[src/pfb_pkg.sv]
package pfb_pkg;
    localparam int ADDR_W      = 20;
    localparam int DATA_W      = 8;
    localparam int PAGE_W      = 8;
    localparam int NUM_PAGES   = 256;
    localparam int PAGE_KBYTES = 64;
    localparam int NUM_MODULES = 4;
    localparam int LANE_W      = 8;
    localparam int PD_W        = 7;
    localparam int IOBASE_W    = 8;
    localparam int WIN_W       = 4;
    localparam int IO_CMP_LO   = 3;
    localparam int IO_CMP_HI   = 10;
    localparam int WIN_LO      = 16;
    localparam int WIN_HI      = 19;
    localparam int BANK_LO     = 6;
    localparam int BANK_HI     = 7;
    localparam int PORT_LO     = 0;
    localparam int PORT_HI     = 2;
    localparam logic [2:0] PORT_WINDOW   = 3'h4;
    localparam logic [2:0] PORT_PRESENCE = 3'h5;
    localparam logic [2:0] PORT_SHARED   = 3'h6;
    localparam logic [2:0] PORT_PAGE     = 3'h7;
    localparam int PROG_BIT    = 0;
    localparam int ACT_BIT     = 1;
    localparam logic [7:0] PAGE_RST  = 8'h00;
    localparam logic [7:0] DOUT_RST  = 8'h00;
    localparam logic [7:0] SEL_RST   = 8'hff;
    localparam int SYNC_W      = 54;
    localparam logic [53:0] SYNC_RST = {7'h7f, 47'h0};
    localparam logic [1:0] BOOT_LOAD = 2'h2;
    localparam logic [1:0] BOOT_DONE = 2'h3;
endpackage

[src/pfb_board_ctrl.sv]
`timescale 1ns/1ns
`default_nettype none
// Behaviour
// - eight-bit page register picks one of 256 pages
// - page latched on rising edge of select-or-write
// - reset clears page register to page zero
// - page port read returns current page value
// - two top page bits pick one module
// - module decode enabled only by window hit
// - eight-bit host: upper lane routed to lower
// - width sense low on 16-bit, pulled high otherwise
// - width sense readable as presence port MSB
// - width sense muxes high-byte qualifier source
// - low strobe on memory write to even address
// - high strobe on high-enable write if 16-bit, on odd write if 8-bit
// - eight-bit host gets high byte on low lane
// - eight lane selects, even low, odd high
// - bank selection per width and address bit
// - inactive board never decodes memory
// - jumper sets active state at reset
// - ports at switch base, address bits 3-10
// - decode only while address enable low
// - shared port bit turns programming voltage on/off
module pfb_board_ctrl (
    input  wire logic                          clk,
    input  wire logic                          reset_n,
    input  wire logic                          aen,
    input  wire logic [pfb_pkg::ADDR_W-1:0]    addr,
    input  wire logic                          io_rd_n,
    input  wire logic                          io_wr_n,
    input  wire logic                          buffered_memory_write_n,
    input  wire logic                          buffered_high_byte_enable_n,
    input  wire logic                          bus_width_sense,
    input  wire logic                          activate_jumper_n,
    input  wire logic [pfb_pkg::IOBASE_W-1:0]  io_base_switch,
    input  wire logic [pfb_pkg::WIN_W-1:0]     window_switch,
    input  wire logic [pfb_pkg::PD_W-1:0]      presence_detect,
    input  wire logic [pfb_pkg::DATA_W-1:0]    io_data_in,
    output logic      [pfb_pkg::DATA_W-1:0]    io_data_out,
    output logic                               io_data_oe,
    output logic      [pfb_pkg::PAGE_W-1:0]    flash_page_select,
    output logic                               mem_window_hit,
    output logic      [pfb_pkg::LANE_W-1:0]    lane_transceiver_selects_n,
    output logic                               low_byte_write_strobe_n,
    output logic                               high_byte_write_strobe_n,
    output logic                               upper_to_lower_route,
    output logic                               prog_voltage_enable,
    output logic                               board_activate_n
);
    import pfb_pkg::*;

    // every host pin is asynchronous to clk; two stages before use
    logic [SYNC_W-1:0]   s1_q;
    logic [SYNC_W-1:0]   s2_q;
    logic [SYNC_W-1:0]   s_in;
    logic                aen_s;
    logic                rd_n_s;
    logic                wr_n_s;
    logic                memw_n_s;
    logic                bhe_n_s;
    logic                width_s;
    logic                jmp_n_s;
    logic [ADDR_W-1:0]   a_s;
    logic [DATA_W-1:0]   d_s;
    logic [PD_W-1:0]     pd_s;
    logic [IOBASE_W-1:0] base_s;
    logic [WIN_W-1:0]    win_s;

    assign s_in = {aen, io_rd_n, io_wr_n, buffered_memory_write_n,
                   buffered_high_byte_enable_n, bus_width_sense,
                   activate_jumper_n, addr, io_data_in, presence_detect,
                   io_base_switch, window_switch};
    assign {aen_s, rd_n_s, wr_n_s, memw_n_s, bhe_n_s, width_s, jmp_n_s,
            a_s, d_s, pd_s, base_s, win_s} = s2_q;

    always_ff @(posedge clk or negedge reset_n) begin
        if (!reset_n) begin
            s1_q <= SYNC_RST;
            s2_q <= SYNC_RST;
        end else begin
            s1_q <= s_in;
            s2_q <= s1_q;
        end
    end

    // registered state
    logic [PAGE_W-1:0]   page_q, page_d;
    logic [DATA_W-1:0]   hold_q, hold_d;
    logic                pwclk_q, pwclk_d;
    logic                swclk_q, swclk_d;
    logic                prog_q, prog_d;
    logic                act_n_q, act_n_d;
    logic [1:0]          boot_q, boot_d;
    logic [DATA_W-1:0]   dout_q, dout_d;
    logic                oe_q, oe_d;
    logic                hit_q;
    logic [LANE_W-1:0]   sel_q, sel_d;
    logic                lwr_n_q, lwr_n_d;
    logic                hwr_n_q, hwr_n_d;
    logic                route_q, route_d;

    // decode terms
    logic                io_hit;
    logic [2:0]          port;
    logic                page_sel;
    logic                share_sel;
    logic                rd_page;
    logic                rd_any;
    logic                rd_pd;
    logic                pw_rise;
    logic                sw_rise;
    logic                win_hit;
    logic                hi_qual;
    logic                lo_bank;
    logic                hi_bank;

    assign io_hit    = !aen_s && (a_s[IO_CMP_HI:IO_CMP_LO] == base_s);
    assign port      = a_s[PORT_HI:PORT_LO];
    assign page_sel  = io_hit && (port == PORT_PAGE);
    assign share_sel = io_hit && (port == PORT_SHARED);
    assign rd_page   = page_sel && !rd_n_s;
    assign rd_pd     = io_hit && (port == PORT_PRESENCE) && !rd_n_s;
    assign rd_any    = io_hit && !rd_n_s && (port >= PORT_WINDOW);
    // strobes are high while idle; low-to-high is the capture edge
    assign pw_rise   = !pwclk_q && pwclk_d;
    assign sw_rise   = !swclk_q && swclk_d;

    // inactive board or dma cycle blocks all memory decode
    assign win_hit = !aen_s && !act_n_q
                     && (a_s[WIN_HI:WIN_LO] == win_s);
    // width_s high means an 8-bit host left the sense line pulled up
    assign hi_qual = width_s ? a_s[0] : !bhe_n_s;
    assign lo_bank = win_hit && !(width_s && a_s[0]);
    assign hi_bank = win_hit && (!width_s || a_s[0]);

    always_comb begin
        pwclk_d = !page_sel || wr_n_s;
        swclk_d = !share_sel || wr_n_s;
        // data held from the last cycle the strobe was low
        hold_d  = (!pwclk_d || !swclk_d) ? d_s : hold_q;
        page_d  = pw_rise ? hold_q : page_q;
        prog_d  = sw_rise ? hold_q[PROG_BIT] : prog_q;
        act_n_d = sw_rise ? hold_q[ACT_BIT] : act_n_q;
        boot_d  = (boot_q == BOOT_DONE) ? boot_q : boot_q + 2'h1;
        if (boot_q == BOOT_LOAD) begin
            act_n_d = jmp_n_s;
        end
        oe_d   = rd_any;
        dout_d = dout_q;
        if (rd_any) begin
            unique case (port)
                PORT_PAGE:     dout_d = page_q;
                PORT_PRESENCE: dout_d = {width_s, pd_s};
                PORT_SHARED:   dout_d = {6'h00, act_n_q, prog_q};
                default:       dout_d = {4'h0, win_s};
            endcase
        end
        lwr_n_d = !(win_hit && !memw_n_s && !a_s[0]);
        hwr_n_d = !(win_hit && !memw_n_s && hi_qual);
        route_d = width_s && win_hit && a_s[0];
    end

    // one low and one high lane select per module
    genvar gm;
    generate
        for (gm = 0; gm < NUM_MODULES; gm++) begin : g_module
            logic mod_on;
            assign mod_on = (page_q[BANK_HI:BANK_LO] == 2'(gm));
            assign sel_d[2*gm]   = !(lo_bank && mod_on);
            assign sel_d[2*gm+1] = !(hi_bank && mod_on);
        end
    endgenerate

    always_ff @(posedge clk or negedge reset_n) begin
        if (!reset_n) begin
            page_q  <= PAGE_RST;
            hold_q  <= DOUT_RST;
            pwclk_q <= 1'b1;
            swclk_q <= 1'b1;
            prog_q  <= 1'b0;
            act_n_q <= 1'b1;
            boot_q  <= 2'h0;
            dout_q  <= DOUT_RST;
            oe_q    <= 1'b0;
            hit_q   <= 1'b0;
            sel_q   <= SEL_RST;
            lwr_n_q <= 1'b1;
            hwr_n_q <= 1'b1;
            route_q <= 1'b0;
        end else begin
            page_q  <= page_d;
            hold_q  <= hold_d;
            pwclk_q <= pwclk_d;
            swclk_q <= swclk_d;
            prog_q  <= prog_d;
            act_n_q <= act_n_d;
            boot_q  <= boot_d;
            dout_q  <= dout_d;
            oe_q    <= oe_d;
            hit_q   <= win_hit;
            sel_q   <= sel_d;
            lwr_n_q <= lwr_n_d;
            hwr_n_q <= hwr_n_d;
            route_q <= route_d;
        end
    end

    assign io_data_out                = dout_q;
    assign io_data_oe                 = oe_q;
    assign flash_page_select          = page_q;
    assign mem_window_hit             = hit_q;
    assign lane_transceiver_selects_n = sel_q;
    assign low_byte_write_strobe_n    = lwr_n_q;
    assign high_byte_write_strobe_n   = hwr_n_q;
    assign upper_to_lower_route       = route_q;
    assign prog_voltage_enable        = prog_q;
    assign board_activate_n           = act_n_q;

    a_page_capture: assert property (@(posedge clk) disable iff (!reset_n)
        pw_rise |=> flash_page_select == $past(hold_q))
        else $error("page not captured on strobe edge");

    a_page_hold: assert property (@(posedge clk) disable iff (!reset_n)
        !pw_rise |=> $stable(flash_page_select))
        else $error("page changed without page strobe");

    a_page_reset: assert property (@(posedge clk) disable iff (!reset_n)
        boot_q == 2'h0 |-> flash_page_select == 8'h00)
        else $error("page not zero after reset");

    a_page_read: assert property (@(posedge clk) disable iff (!reset_n)
        rd_page |=> io_data_oe && io_data_out == $past(page_q))
        else $error("page read returned wrong value");

    a_oe_release: assert property (@(posedge clk) disable iff (!reset_n)
        !rd_any |=> !io_data_oe)
        else $error("data driver left on");

    a_no_hit_off: assert property (@(posedge clk) disable iff (!reset_n)
        !win_hit |=> lane_transceiver_selects_n == 8'hff)
        else $error("lane select without window hit");

    a_wide_banks: assert property (@(posedge clk) disable iff (!reset_n)
        win_hit && !width_s |=> lane_transceiver_selects_n ==
        ~(8'h03 << {$past(page_q[BANK_HI:BANK_LO]), 1'b0}))
        else $error("wrong module lanes on 16-bit host");

    a_low_strobe: assert property (@(posedge clk) disable iff (!reset_n)
        win_hit && !memw_n_s && !a_s[0]
        |=> !low_byte_write_strobe_n)
        else $error("low strobe missing on even write");

    a_high_narrow: assert property (@(posedge clk) disable iff (!reset_n)
        width_s && win_hit && !memw_n_s
        |=> high_byte_write_strobe_n == !$past(a_s[0]))
        else $error("high strobe wrong on 8-bit host");

    a_route_narrow: assert property (@(posedge clk) disable iff (!reset_n)
        upper_to_lower_route |-> $past(width_s) && mem_window_hit)
        else $error("lane route on 16-bit host");

    a_width_read: assert property (@(posedge clk) disable iff (!reset_n)
        rd_pd |=> io_data_out[7] == $past(width_s))
        else $error("width sense not in presence msb");

    a_prog_write: assert property (@(posedge clk) disable iff (!reset_n)
        sw_rise |=> prog_voltage_enable == $past(hold_q[PROG_BIT]))
        else $error("programming voltage bit not written");

    a_inactive_quiet: assert property (@(posedge clk) disable iff (!reset_n)
        board_activate_n && $past(board_activate_n)
        |-> !mem_window_hit)
        else $error("inactive board decoded memory");

    a_aen_block: assert property (@(posedge clk) disable iff (!reset_n)
        aen_s |=> !mem_window_hit && lane_transceiver_selects_n == 8'hff)
        else $error("decode during dma cycle");

    a_boot_strap: assert property (@(posedge clk) disable iff (!reset_n)
        boot_q == 2'h2 |=> board_activate_n == $past(jmp_n_s))
        else $error("jumper not loaded after reset");

    a_port_base: assert property (@(posedge clk) disable iff (!reset_n)
        pw_rise |-> $past(io_hit))
        else $error("page write outside board base");

endmodule // pfb_board_ctrl
`default_nettype wire

[config.mk]
export PLATFORM = sky130hd
export DESIGN_NAME = pfb_board_ctrl
export DESIGN_NICKNAME = d
export VERILOG_FILES = /design/src/pfb_pkg.sv /design/src/pfb_board_ctrl.sv
export SDC_FILE = /design/constraint.sdc
export NUM_CORES = 1
export LEC_CHECK = 0
export BUFFER_PORTS_ARGS = -buffer_cell sky130_fd_sc_hd__buf_4
export CAP_MARGIN = 25
export CELL_PAD_IN_SITES_DETAIL_PLACEMENT = 1
export CELL_PAD_IN_SITES_GLOBAL_PLACEMENT = 2
export CORE_MARGIN = 1.5
export CORE_UTILIZATION = 24
export DETAILED_ROUTE_END_ITERATION = 6
export GPL_TIMING_DRIVEN = 0
export PLACE_DENSITY = 0.51
export SETUP_SLACK_MARGIN = 0.02
export SYNTH_ARGS = -nofsm -noshare
export SYNTH_HDL_FRONTEND = slang
export SYNTH_SLANG_ARGS = --single-unit
[constraint.sdc]
create_clock -name clk -period 2.6 [get_ports clk]
set_input_delay 0.26 -clock clk [delete_from_list [all_inputs] [get_ports clk]]
set_output_delay 0.26 -clock clk [all_outputs]
set_load 0.1 [all_outputs]
# [After elaboration in Yosys (flattened, before gate mapping)]
# Cells that the tools add are included.
[totals] ff_bits=151 in_bits=56 out_inout_bits=31
[op_classes] n_addsub=1 n_lt_le_gt_ge=1 eq_ne=10 muxes=4 n_reduce_logical=55
[ops] op="1-bit logical AND" n=25
[ops] op="1-bit logical NOT" n=24
[ops] op="8-bit case mux with 3 select lines" n=1
[ops] op="3-bit == test, second input constant" n=3
[ops] op="2-bit == test, second input constant" n=4
[ops] op="8-bit == test" n=1
[ops] op="4-bit == test" n=1
[ops] op="1-bit logical OR" n=4
[ops] op="3-bit >= comparator, second input constant" n=1
[ops] op="1-bit 2-to-1 mux" n=3
[ops] op="2-bit by 1-bit adder with 2-bit output, second input constant" n=1
[ops] op="2-bit by 1-bit == test with 1-bit output, second input constant" n=1
[ops] op="2-bit logical NOT" n=1
[ops] op="2-bit nonzero test" n=1

# [Logic depth before layout (Yosys ltp)]
# Gate-level depths: netlist (run 1).
[depth] word_depth=8 depth_mapped=6 ltp_nobuf=5

# [Least setup slack after synthesis (run 1)]
# No wires, ideal clock.
[synth_timing] path_type="register to register" start="reg s2_q[6]" end="reg dout_q[0] (netlist: io_data_out[0])" setup_ns=0.125 arrival_time_ns=1.923 setup_slack_ns=0.551 path_stages_with_launch=7 n_path_buf=1 period_less_slack_ns=2.049 cell_sequence="dfrtp_1 > xor2_1 > a211o_1 > or3_4 > or3b_1 > buf_6 > mux2_4"
[synth_via] elab_chain_cells=4
[synth_rtl] item="from (decl)" line="pfb_board_ctrl.sv:54" text="logic [SYNC_W-1:0] s2_q;"
[synth_rtl] item="from (signal assigned)" line="pfb_board_ctrl.sv:82" text="s2_q <= s1_q;"
[synth_rtl] item="8-bit == test" line="pfb_board_ctrl.sv:117" text="assign io_hit = !aen_s && (a_s[IO_CMP_HI:IO_CMP_LO] == base_s);"
[synth_rtl] item="1-bit logical AND" line="pfb_board_ctrl.sv:117"
[synth_rtl] item="1-bit logical AND (2 in a row)" line="pfb_board_ctrl.sv:123" text="assign rd_any = io_hit && !rd_n_s && (port >= PORT_WINDOW);"
[synth_rtl] item="to (signal assigned)" line="pfb_board_ctrl.sv:198" text="dout_q <= dout_d;"
[synth_rtl] item="to (decl)" line="pfb_board_ctrl.sv:94" text="logic [DATA_W-1:0] dout_q, dout_d;"
# No other way between the ends.
# A chain may end at the register's enable or synchronous reset.

# [Worst setup path after layout (run 1)]
[layout_timing] start="reg s2_q[6]" end="reg dout_q[5] (netlist: io_data_out[5])"
# The elaborated chain is that of the path after synthesis.

==> results of run 1 <==
==> registers in the layout, summed over array words and instances (netlist names) <==
register and cells:
s2_q 49, mem_window_hit 1, board_activate_n 1, pwclk_q 1, boot_q 2, low_byte_write_strobe_n 1, swclk_q 1, hold_q 8
flash_page_select 8, lane_transceiver_selects_n 8, prog_voltage_enable 1, io_data_oe 1, s1_q 49, high_byte_write_strobe_n 1, upper_to_lower_route 1, io_data_out 8
==> per-stage QoR <==
stage	setup WS [ns]	hold WS, ns	std cells	util
finish	0.412	0.332	655	0.359
global route	0.328	0.339	655	0.359
global placement	0.418	0.334	572	0.297
CTS	0.399	0.313	655	0.359
floorplan	0.551	-0.0356	262	-
detailed placement	0.409	0.188	573	0.299
==> placed cells by master (no fill, tap or decap), types with 5 or more instances in the layout <==
cell           instances
xnor2_1               10
clkbuf_16             17
buf_4                 80
mux2_2                17
inv_1                 11
nand2_1               11
nor2_1                 5
dlygate4sd3_1         50
a21oi_1                8
dfrtp_1              114
mux2_4                10
dfstp_2               27
clkinv_4               5
==> metal layers <==
layer | vias to the layer above | wire (um) | GRT usage | part of all wire
met5 | - | 0 | 0 | 0
met4 | 0 | 131 | 0.0416 | 0.015
met3 | 13 | 582 | 0.0427 | 0.065
met2 | 73 | 4310 | 0.166 | 0.48
met1 | 1270 | 3980 | 0.122 | 0.44
li1 | 1183 | - | - | -
==> cells by family (layout without fill, tap and decap cells) <==
| logic type | Yosys count | in the layout | share of synthesized area |
|---|---|---|---|
| AO/OA/AOI/OAI | 20 | 20 | 0.0287 |
| XOR/XNOR | 12 | 12 | 0.0234 |
| flip-flops | 141 | 141 | 0.793 |
| AND/OR/NAND/NOR | 39 | 39 | 0.0468 |
| buffers and inverters | 17 | 181 | 0.0178 |
| adder cells (fa/ha/maj) | 2 | 2 | 0.00557 |
| multiplexers | 31 | 31 | 0.0849 |
==> worst max-delay path, delay by kind of cell (launching register included) <==
family	cells	cell delay [ns]
AOI/OAI and AO/OA	1	0.27
xor gates and xnor gates	1	0.16
buffers and inverters	1	0.17
DFF	1	0.37
muxes	1	0.30
and+or+nand+nor	2	0.80
==> timing repair <==
action / CTS / global route
hold buffers: 50 / 0
buffers inserted: 0 / 0
endpoints found under the hold margin: 72 / 0
==> cell type report <==
class | count | area [sq um] | area share
Sequential cell | 141 | 3560 | 0.547
Timing Repair Buffer | 132 | 1140 | 0.175
Multi-Input combinational cell | 104 | 851 | 0.131
Clock buffer | 17 | 425 | 0.0653
Tap cell | 229 | 287 | 0.0440
Clock inverter | 15 | 165 | 0.0254
Inverter | 11 | 41.3 | 0.00634
Buffer | 6 | 38.8 | 0.00596
==> how the worst max path moves through the flow <==
stage | to | startpoint | cells after the start | slack (ns)
6_report | io_data_out[5] | s2_q[6] | 6 | 0.41
5_1_grt | io_data_out[6] | s2_q[10] | 6 | 0.33
4_1_cts | io_data_out[2] | s2_q[6] | 6 | 0.40
3_5_place_dp | io_data_out[6] | s2_q[7] | 6 | 0.41
3_3_place_gp | io_data_out[5] | s2_q[6] | 6 | 0.42
2_1_floorplan | io_data_out[0] | s2_q[6] | 6 | 0.55
==> power groups by stage <==
stage	Sequential [uW]	Clock, uW	Combinational, uW
after floorplan	2370	0	48.6
after global placement	2360	0	197
after detailed placement	2360	0	206
after CTS	2320	2450	266
after global routing	2330	2550	285
final	2320	2360	258
==> reports/metrics.yaml, run 1 <==
die:
  core_sq_um: 18100
  initial_core_util: 0.248
  row_count: 49
  die_w_um: 140
  dieArea_sq_um: 19600
  io_pins: 87
  chipHeight_um: 140
critical_path:
  slowest_delay_ns: 0.40
  startpoint_type: "register"
  rrSetupSlack_ns: 0.41
  ff2ff_path_depth: 6
  crit_required_ns: 2.90
  crit_fanout: 9
  arrival_ns: 2.48
  r2r-end: "io_data_out[5]"
  crit_path_end_kind: "register"
  crit_chain: "xor2_1 > a211o_1 > or3_4 > or3b_1 > buf_6 > mux2_4"
  regToRegStartpoint: "s2_q[6]"
  criticalPathCategory: "register to register"
  crit_path_top_delay_cell: "or3_4"
clock_network:
  cts_max_level: 4
  clock_path_buffers: 2
  ctsRootBufferMaster: "clkbuf_16"
  cts-buffers-inserted: 17
  cts_tree: "yes"
  insertion_delay_ns: 0.41
  cts-resized-gates: 0
  numClockSinks: 141
  cts.clk_slew.worst_paths_ns: 0.06
timing:
  rsz0062_at_grt: "no"
  timing.final.crit_share: 0.842
  hold_viol_final: 0
  fin_setup_tns_ns: 0
  worst_slew_pin_slew_ns: 0.658
  maxSlewViolCount: 0
  relSlewSlack: 0.561
  clock_skew_ns: 0.00684
  min_period_ns: 2.19
  finalSetupViolations: 0
  fmax_mhz: 457
global_route:
  antenna_found_initial: 0
  grt-ovfl-total: 0
  globalRouteTotalUtil: 0.103
  grt_max_degree: 103
  grt_pass1_vias: 2899
  grt_pass1_wl_mm: 14.8
worst_hold_path:
  hp-class: "input pin to async pin"
routing:
  viasPerCell: 3.88
  dr.pass1.iters: 5
  wire_per_inst_um: 13.8
  drt_iter0_markers: 69
  num_vias: 2539
  wl_mm: 9.01
  antenna_left: 0
  drc: 6
placement:
  place_area_sq_um: 5420
  portBuffers: 81
  place_congestion: 0.683
  dpl.hpwl_mm: 5.93
synth:
  postSynthCellCount: 262
  postSynthAreaPerCell_sq_um: 17.1
  synth_edf_count: 0
  ys_types: 34
  async_reset_ff_frac: 1.00
  synth_top_area_frac: 0.635
  yosysTopAreaCell: "dfrtp_1"
  yosys-top-cells-area: "dfrtp_1, dfstp_2, mux2_2"
  seq_area_frac_synth: 0.793
  synth_common_cells: "dfrtp_1, dfstp_2, mux2_2"
  synth.most_common_cell: "dfrtp_1"
  syn_area_sq_um: 4490
  synth.net_count: 320
  yosysWarningCount: 0
  synth_seq_cells: 141
  synthFlopType: "dfrtp_1"
layout:
  fill_cells: 1852
  layout-drive-gt1-share: 0.413
  syn_to_final_growth_pct: 44.9
  nets: 471
  stdcell_area_sq_um: 6510
  diodes: 0
pwr:
  total_power_uw: 4940
  seqPwrFrac: 0.469
  leakage_uw: 0.00302
  p_switching_uw: 1100
  ir_drop_mv: 0.424
  power.share.clock: 0.478
  power.density_nw_per_um2: 759
  p_comb_frac: 0.052
  p_sw_frac: 0.222
  p_int_uw: 3850
run_status:
  violations: "design-rule violations"
  outcome: "finished with violations"
job:
  drv_cap: 0
Power figures use the tool's default switching activity.
==> inputs of run 2 (changes only) <==
--- a/config.mk
+++ b/config.mk
@@ -5,6 +5,7 @@
 export SDC_FILE = /design/constraint.sdc
 export NUM_CORES = 1
 export LEC_CHECK = 0
+export ABC_AREA = 1
 export BUFFER_PORTS_ARGS = -buffer_cell sky130_fd_sc_hd__buf_4
 export CAP_MARGIN = 25
 export CELL_PAD_IN_SITES_DETAIL_PLACEMENT = 1
@@ -13,7 +14,7 @@
 export CORE_UTILIZATION = 24
 export DETAILED_ROUTE_END_ITERATION = 6
 export GPL_TIMING_DRIVEN = 0
-export PLACE_DENSITY = 0.51
+export PLACE_DENSITY = 0.55
 export SETUP_SLACK_MARGIN = 0.02
 export SYNTH_ARGS = -nofsm -noshare
 export SYNTH_HDL_FRONTEND = slang
==> constraint.sdc (replaced) <==
create_clock -name clk -period 1.8 [get_ports clk]
set_input_delay 0.18 -clock clk [delete_from_list [all_inputs] [get_ports clk]]
set_output_delay 0.18 -clock clk [all_outputs]
set_load 0.1 [all_outputs]
==> reports/metrics.yaml, run 2 <==
synth:
  postSynthCellCount: 345  # +32%
  synth_seq_cells: 141  # unchanged
  async_reset_ff_frac: 1.00  # unchanged
  synth_top_area_frac: 0.627  # -0.00803
  yosysWarningCount: 0  # unchanged
  seq_area_frac_synth: 0.783  # -0.0100
  synthFlopType: "dfrtp_1"
  synth-adder-area-share: 0.00550  # -0.0000704
  synth_mux_area_frac: 0  # -0.0849
  synth_edf_count: 0  # unchanged
  yosys.area_share.simple: 0.136  # +0.0893
  postSynthAreaPerCell_sq_um: 13.2  # -23%
  synth-xor-area-share: 0.00770  # -0.0157
  synth.most_common_cell: "dfrtp_1"
  synth_common_cells: "dfrtp_1, nand2_1, inv_1"
  yosysTopAreaCell: "dfrtp_1"
  syn_area_sq_um: 4550  # +1.3%
  synth.net_count: 403  # +26%
  synth-compound-area-share: 0.0355  # +0.00679
  ys_types: 31  # -8.8%
  yosys-top-cells-area: "dfrtp_1, dfstp_2, nand2_1"
  synth_top_family_by_area: "simple AND/OR/NAND/NOR gates"
clock_network:
  ctsRootBufferMaster: "clkbuf_16"
  insertion_delay_ns: 0.42  # about the same
  numClockSinks: 141  # unchanged
  cts_max_level: 4  # unchanged
  cts.clk_slew.worst_paths_ns: 0.06  # about the same
  cts-buffers-inserted: 17  # unchanged
  cts_tree: "yes"
  clock_path_buffers: 2  # unchanged
timing:
  fin_setup_tns_ns: 0  # unchanged
  finalSetupViolations: 0  # unchanged
  relSlewSlack: 0.637  # +0.0752
  hold_viol_final: 0  # unchanged
  clock_skew_ns: 0.00918  # +0.00235 ns
  min_period_ns: 1.59  # -0.595 ns
  rsz0062_at_grt: "yes"
  fmax_mhz: 628  # +37%
  maxSlewViolCount: 0  # unchanged
  timing.final.crit_share: 0.885  # +0.0433
  worst_slew_pin_slew_ns: 0.545  # -0.113 ns
routing:
  wire_per_inst_um: 13.2  # -3.7%
  antenna_left: 0  # unchanged
  drc: 0  # -6
  wl_met2_mm: 4.76  # +10%
  route.met3.wl_um: 424  # -27%
  wl_met1_mm: 4.50  # +13%
  viasPerCell: 3.91  # +0.87%
  drt_iter0_markers: 93  # +35%
  dr.pass1.iters: 4  # -1
  highest_layer: "met4"
  num_vias: 2913  # +15%
  wl_mm: 9.87  # +9.5%
pwr:
  leakage_uw: 0.00319  # +5.7%
  ir_drop_mv: 0.643  # +52%
  power.density_nw_per_um2: 1120  # +47%
die:
  io_pins: 87  # unchanged
  initial_core_util: 0.244  # -0.00349
  chipHeight_um: 141  # +0.63%
  row_count: 50  # +2.0%
  core_sq_um: 18600  # +2.7%
  dieArea_sq_um: 19800  # +1.3%
  die_w_um: 141  # +0.63%
layout:
  nets: 557  # +18%
  diodes: 0  # unchanged
  final_common_cell: "dfrtp_1"
  mostFrequentLayoutCells: "dfrtp_1, nand2_1, buf_4"
  syn_to_final_growth_pct: 45.8
  final_util: 0.356  # -0.00289
  layout-drive-gt1-share: 0.309  # -0.104
  top_regs: "s1_q: 49 flops, s2_q: 49 flops"
run_status:
  outcome: "completed"
worst_hold_path:
  hp-class: "input pin to async pin"
critical_path:
  crit_fanout: 10  # +1
  crit_required_ns: 2.09  # -0.81 ns
  arrival_ns: 1.89  # -0.59 ns
  startpoint_type: "register"
  crit_path_end_kind: "register"
  criticalPathCategory: "register to register"
global_route:
  antenna_found_initial: 0  # unchanged
  grt_pass1_vias: 3131  # +8.0%
  grt_pass1_wl_mm: 16.2  # +9.6%
  grt-ovfl-total: 0  # unchanged
  globalRouteTotalUtil: 0.110  # +0.00665
  grt_max_degree: 90  # -13%
placement:
  portBuffers: 81  # unchanged
  dpl.hpwl_mm: 6.69  # +13%
  place_congestion: 0.696  # +2.0%
job:
  drv_cap: 0  # unchanged
-- run 2: cell count changes after synthesis, moves of 9 or more --
cell / before / now
inv_1: 11 / 31
mux2_2: 17 / 0
nand2_1: 11 / 90
xnor2_1: 10 / 1
mux2_4: 10 / 0
nand3_1: 4 / 17
nor2_1: 5 / 14
-- run 2: kinds of logic after synthesis --
family / count (synthesis)
xor gates and xnor gates: 4
buffers and inverters: 36
DFF: 141
AOI/OAI and AO/OA: 23
adders and majority gates: 2
and+or+nand+nor: 139
-- run 2: path summary, 6_finish.rpt --
path                            startpoint                to  slack, ns  cells after the start
max in group asynchronous          reset_n  board_activate_n       0.69                      3
worst max-delay path               s2_q[8]    io_data_out[6]       0.21                      7
worst min-delay path               reset_n           s2_q[2]       0.27                      2
min in group clk                   s1_q[0]           s2_q[0]       0.35                      0
worst min register to register     s1_q[0]           s2_q[0]       0.35                      0
worst max register to register     s2_q[8]    io_data_out[6]       0.21                      7
-- run 2: through the flow --
step	setup WS, ns	cell area (sq um)	total power [uW]	instances	hold WS [ns]
global placement	-0.0259	5450	3700	660	0.290
detailed placement	0.0957	5480	3710	661	0.172
global route	0.00238	6630	7710	745	0.309
floorplan	0.354	4550	3510	345	-0.116
CTS	0.0569	6610	7530	742	0.292
finish	0.207	6630	7400	745	0.274
-- run 2: repair_timing --
action | CTS | global route
hold endpoints to repair | 84 | 0
endpoints found under the setup margin | 0 | 15
buffers inserted | 0 | 3
hold buffers | 50 | 0
resized for setup | 0 | 1
-- run 2: cell type report --
class	instances	area, sq um
Clock inverter	10	164
Buffer	4	31.3
Fill cell	2015	12000
Inverter	32	120
Clock buffer	21	460
Timing Repair Buffer	135	1160
Sequential cell	141	3560
Tap cell	234	293
Multi-Input combinational cell	168	841
-- run 2: layer usage --
metal  vias up  track usage
li1       1408            -
met1      1422        0.139
met2        68        0.170
met3        15       0.0363
met4         0       0.0493
met5         -            0
-- run 2: critical path: stages (launching register included) --
cell	delay, ns
dfrtp_1	0.37
xor2_1	0.17
nor2_2	0.17
nor3b_2	0.28
nand2_2	0.17
buf_6	0.19
nand2_1	0.07
o21ai_2	0.05
-- run 2: power by group --
group | internal, uW | total, uW | switching [uW]
Sequential | 3310 | 3360 | 49.8
Clock | 2380 | 3670 | 1280
Combinational | 184 | 379 | 195
Total | 5880 | 7400 | 1520
==> inputs of run 3 (changes only) <==
--- a/config.mk
+++ b/config.mk
@@ -14,7 +14,7 @@
 export CORE_UTILIZATION = 24
 export DETAILED_ROUTE_END_ITERATION = 6
 export GPL_TIMING_DRIVEN = 0
-export PLACE_DENSITY = 0.55
+export PLACE_DENSITY = 0.53
 export SETUP_SLACK_MARGIN = 0.02
 export SYNTH_ARGS = -nofsm -noshare
 export SYNTH_HDL_FRONTEND = slang
==> constraint.sdc (replaced) <==
create_clock -name clk -period 1.5 [get_ports clk]
set_input_delay 0.15 -clock clk [delete_from_list [all_inputs] [get_ports clk]]
set_output_delay 0.15 -clock clk [all_outputs]
set_load 0.1 [all_outputs]
==> reports/metrics.yaml, run 3 (synthesis gave the netlist of run 2 again) <==
run_status:
  outcome: "finished with violations"
  violations: "negative setup slack"
layout:
  syn_to_final_growth_pct: 51.2
  layout-drive-gt1-share: 0.398  # +0.0893
  mostFrequentLayoutCells: "dfrtp_1, buf_4, nand2_1"
  top_regs: "s1_q: 49 flops, s2_q: 49 flops"
  fill_cells: 2004  # -0.55%
  seq_area_sq_um: 3560  # about the same
  final_common_cell: "dfrtp_1"
  diodes: 0  # unchanged
  multi_input_area_sq_um: 1020  # +22%
  nets: 567  # +1.8%
  final_cell_count_no_fill: 756  # +1.5%
placement:
  portBuffers: 81  # unchanged
  dp.cells: 661  # unchanged
  dpl.hpwl_mm: 6.72  # +0.46%
  place_congestion: 0.713  # +2.4%
  pre_cts_ws_ns: -0.240  # -0.336 ns
clock_network:
  cts_max_level: 4  # unchanged
  cts-buffers-inserted: 17  # unchanged
  insertion_delay_ns: 0.42  # about the same
  clock_path_buffers: 2  # unchanged
  ctsRootBufferMaster: "clkbuf_16"
  cts_tree: "yes"
  cts.clk_slew.worst_paths_ns: 0.06  # about the same
  numClockSinks: 141  # unchanged
die:
  die_w_um: 141  # unchanged
  io_pins: 87  # unchanged
  dieArea_sq_um: 19800  # unchanged
  core_sq_um: 18600  # unchanged
  initial_core_util: 0.244  # unchanged
  row_count: 50  # unchanged
  chipHeight_um: 141  # unchanged
timing:
  hold_viol_final: 0  # unchanged
  holdWs_ns: 0.244  # -0.0309 ns
  min_period_ns: 1.54  # -0.0516 ns
  relSlewSlack: 0.669  # +0.0324
  maxSlewViolCount: 0  # unchanged
  finalSetupViolations: 14  # +14
  clock_skew_ns: 0.00732  # -0.00186 ns
  worst_slew_pin_slew_ns: 0.496  # -0.0485 ns
  timing.final.crit_share: 1.03  # +0.143
  fin_setup_tns_ns: -0.284  # -0.284 ns
  fmax_mhz: 649  # +3.3%
  rsz0062_at_grt: "yes"
  final.setup.worst_slack_ns: -0.0415  # -0.248 ns
critical_path:
  critPathTopFamily: "simple AND/OR/NAND/NOR gates"
  crit_fanout: 5  # -5
  criticalPathCategory: "register to register"
  crit_required_ns: 1.80  # -0.29 ns
  worst-path-buf-inv: 2  # +1
  slowest_delay_ns: 0.38  # about the same
  rrSetupSlack_ns: -0.04  # -0.25 ns
  ff2ff_path_depth: 10  # +3
  startpoint_type: "register"
  regToRegStartpoint: "s2_q[31]"
  crit_path_top_delay_cell: "dfrtp_1"
  arrival_ns: 1.84  # -0.05 ns
  r2r-end: "io_data_out[3]"
  crit_path_end_kind: "register"
  crit_chain: "nand2_1 > nand2_1 > nor2_2 > nand2_2 > nor3b_4 > buf_6 > nand2_8 > buf_6 > nand2_2 > o21ai_2"
routing:
  wl_mm: 10.5  # +6.4%
  num_vias: 2965  # +1.8%
  viasPerCell: 3.92  # +0.30%
  drt_iter0_markers: 100  # +7.5%
  dr.pass1.iters: 4  # unchanged
  wire_per_inst_um: 13.9  # +4.8%
  antenna_left: 0  # unchanged
  drc: 0  # unchanged
global_route:
  grt-ovfl-total: 0  # unchanged
  grt_pass1_wl_mm: 17.4  # +7.1%
  antenna_found_initial: 0  # unchanged
  grt_max_degree: 92  # +2.2%
  globalRouteTotalUtil: 0.118  # +0.00866
  grt_pass1_vias: 3271  # +4.5%
worst_hold_path:
  hp-class: "input pin to async pin"
pwr:
  power.density_nw_per_um2: 1240  # +11%
  ir_drop_mv: 0.680  # +5.8%
  leakage_uw: 0.00326  # +2.1%
job:
  drv_cap: 0  # unchanged
[run 3: changes by cell type in the layout (fill, tap and decap cells not counted), sizes merged]
cell / before / now
nand4: 9 / 10
buf: 88 / 97
clkinv: 6 / 7
bufinv: 4 / 1
inv: 31 / 33
clkinvlp: 1 / 3
clkbuf: 22 / 21
[run 3: how the worst max path moves through the flow]
stage                                    start              endpoint  slack [ns]  cells past startpoint
after global placement                 reset_n              s1_q[25]       -0.31                      1
after floorplan           flash_page_select[6]        io_data_out[6]        0.05                      2
final                                 s2_q[31]        io_data_out[3]       -0.04                     10
after detailed placement              s2_q[27]  flash_page_select[3]       -0.24                      6
after global routing                  s2_q[37]  flash_page_select[6]       -0.16                     11
after CTS                             s2_q[35]             hold_q[1]       -0.10                     10
[run 3: repair_timing]
item	4_1_cts	5_1_grt
endpoints found under the hold margin	83	0
endpoints found under the setup margin	34	37
gates resized for setup	31	31
buffers inserted	9	2
pin swaps	14	13
gates cloned	2	0
hold buffers	50	0
[run 3: layout make-up]
class	instances	share of cell area
flip-flops and latches	141	0.518
repair buffers	144	0.186
multi-input cells	169	0.149
clock buffers	20	0.0649
well taps	234	0.0426
inverters	32	0.0182
clock inverters	12	0.0167
plain buffers	4	0.00527
[run 3: through the flow]
stage | power (uW) | util | cell area (sq um)
6_report | 8500 | 0.369 | 6880
3_3_place_gp | 4440 | 0.292 | 5450
4_1_cts | 8660 | 0.362 | 6760
3_5_place_dp | 4460 | 0.294 | 5480
2_1_floorplan | 4210 | - | 4550
5_1_grt | 8900 | 0.369 | 6880
[run 3: worst register-to-register path, cell delays in order (launching register included)]
cell	delay, ns
dfrtp_1	0.38
nand2_1	0.07
nand2_1	0.06
nor2_2	0.12
nand2_2	0.09
nor3b_4	0.22
buf_6	0.14
nand2_8	0.08
buf_6	0.16
nand2_2	0.05
o21ai_2	0.05
[run 3: per-layer routing]
layer | GRT usage | wire length, um | part of all wire | up-vias
li1 | - | - | - | 1425
met1 | 0.141 | 4630 | 0.44 | 1463
met2 | 0.194 | 5250 | 0.50 | 68
met3 | 0.0425 | 464 | 0.044 | 9
met4 | 0.0510 | 141 | 0.013 | 0
met5 | 0 | 0 | 0 | -
[run 3: where the power goes]
group / switching [uW] / internal [uW]
sequential: 67.4 / 3970
combinational: 256 / 240
clock: 1640 / 2340
total: 1960 / 6540
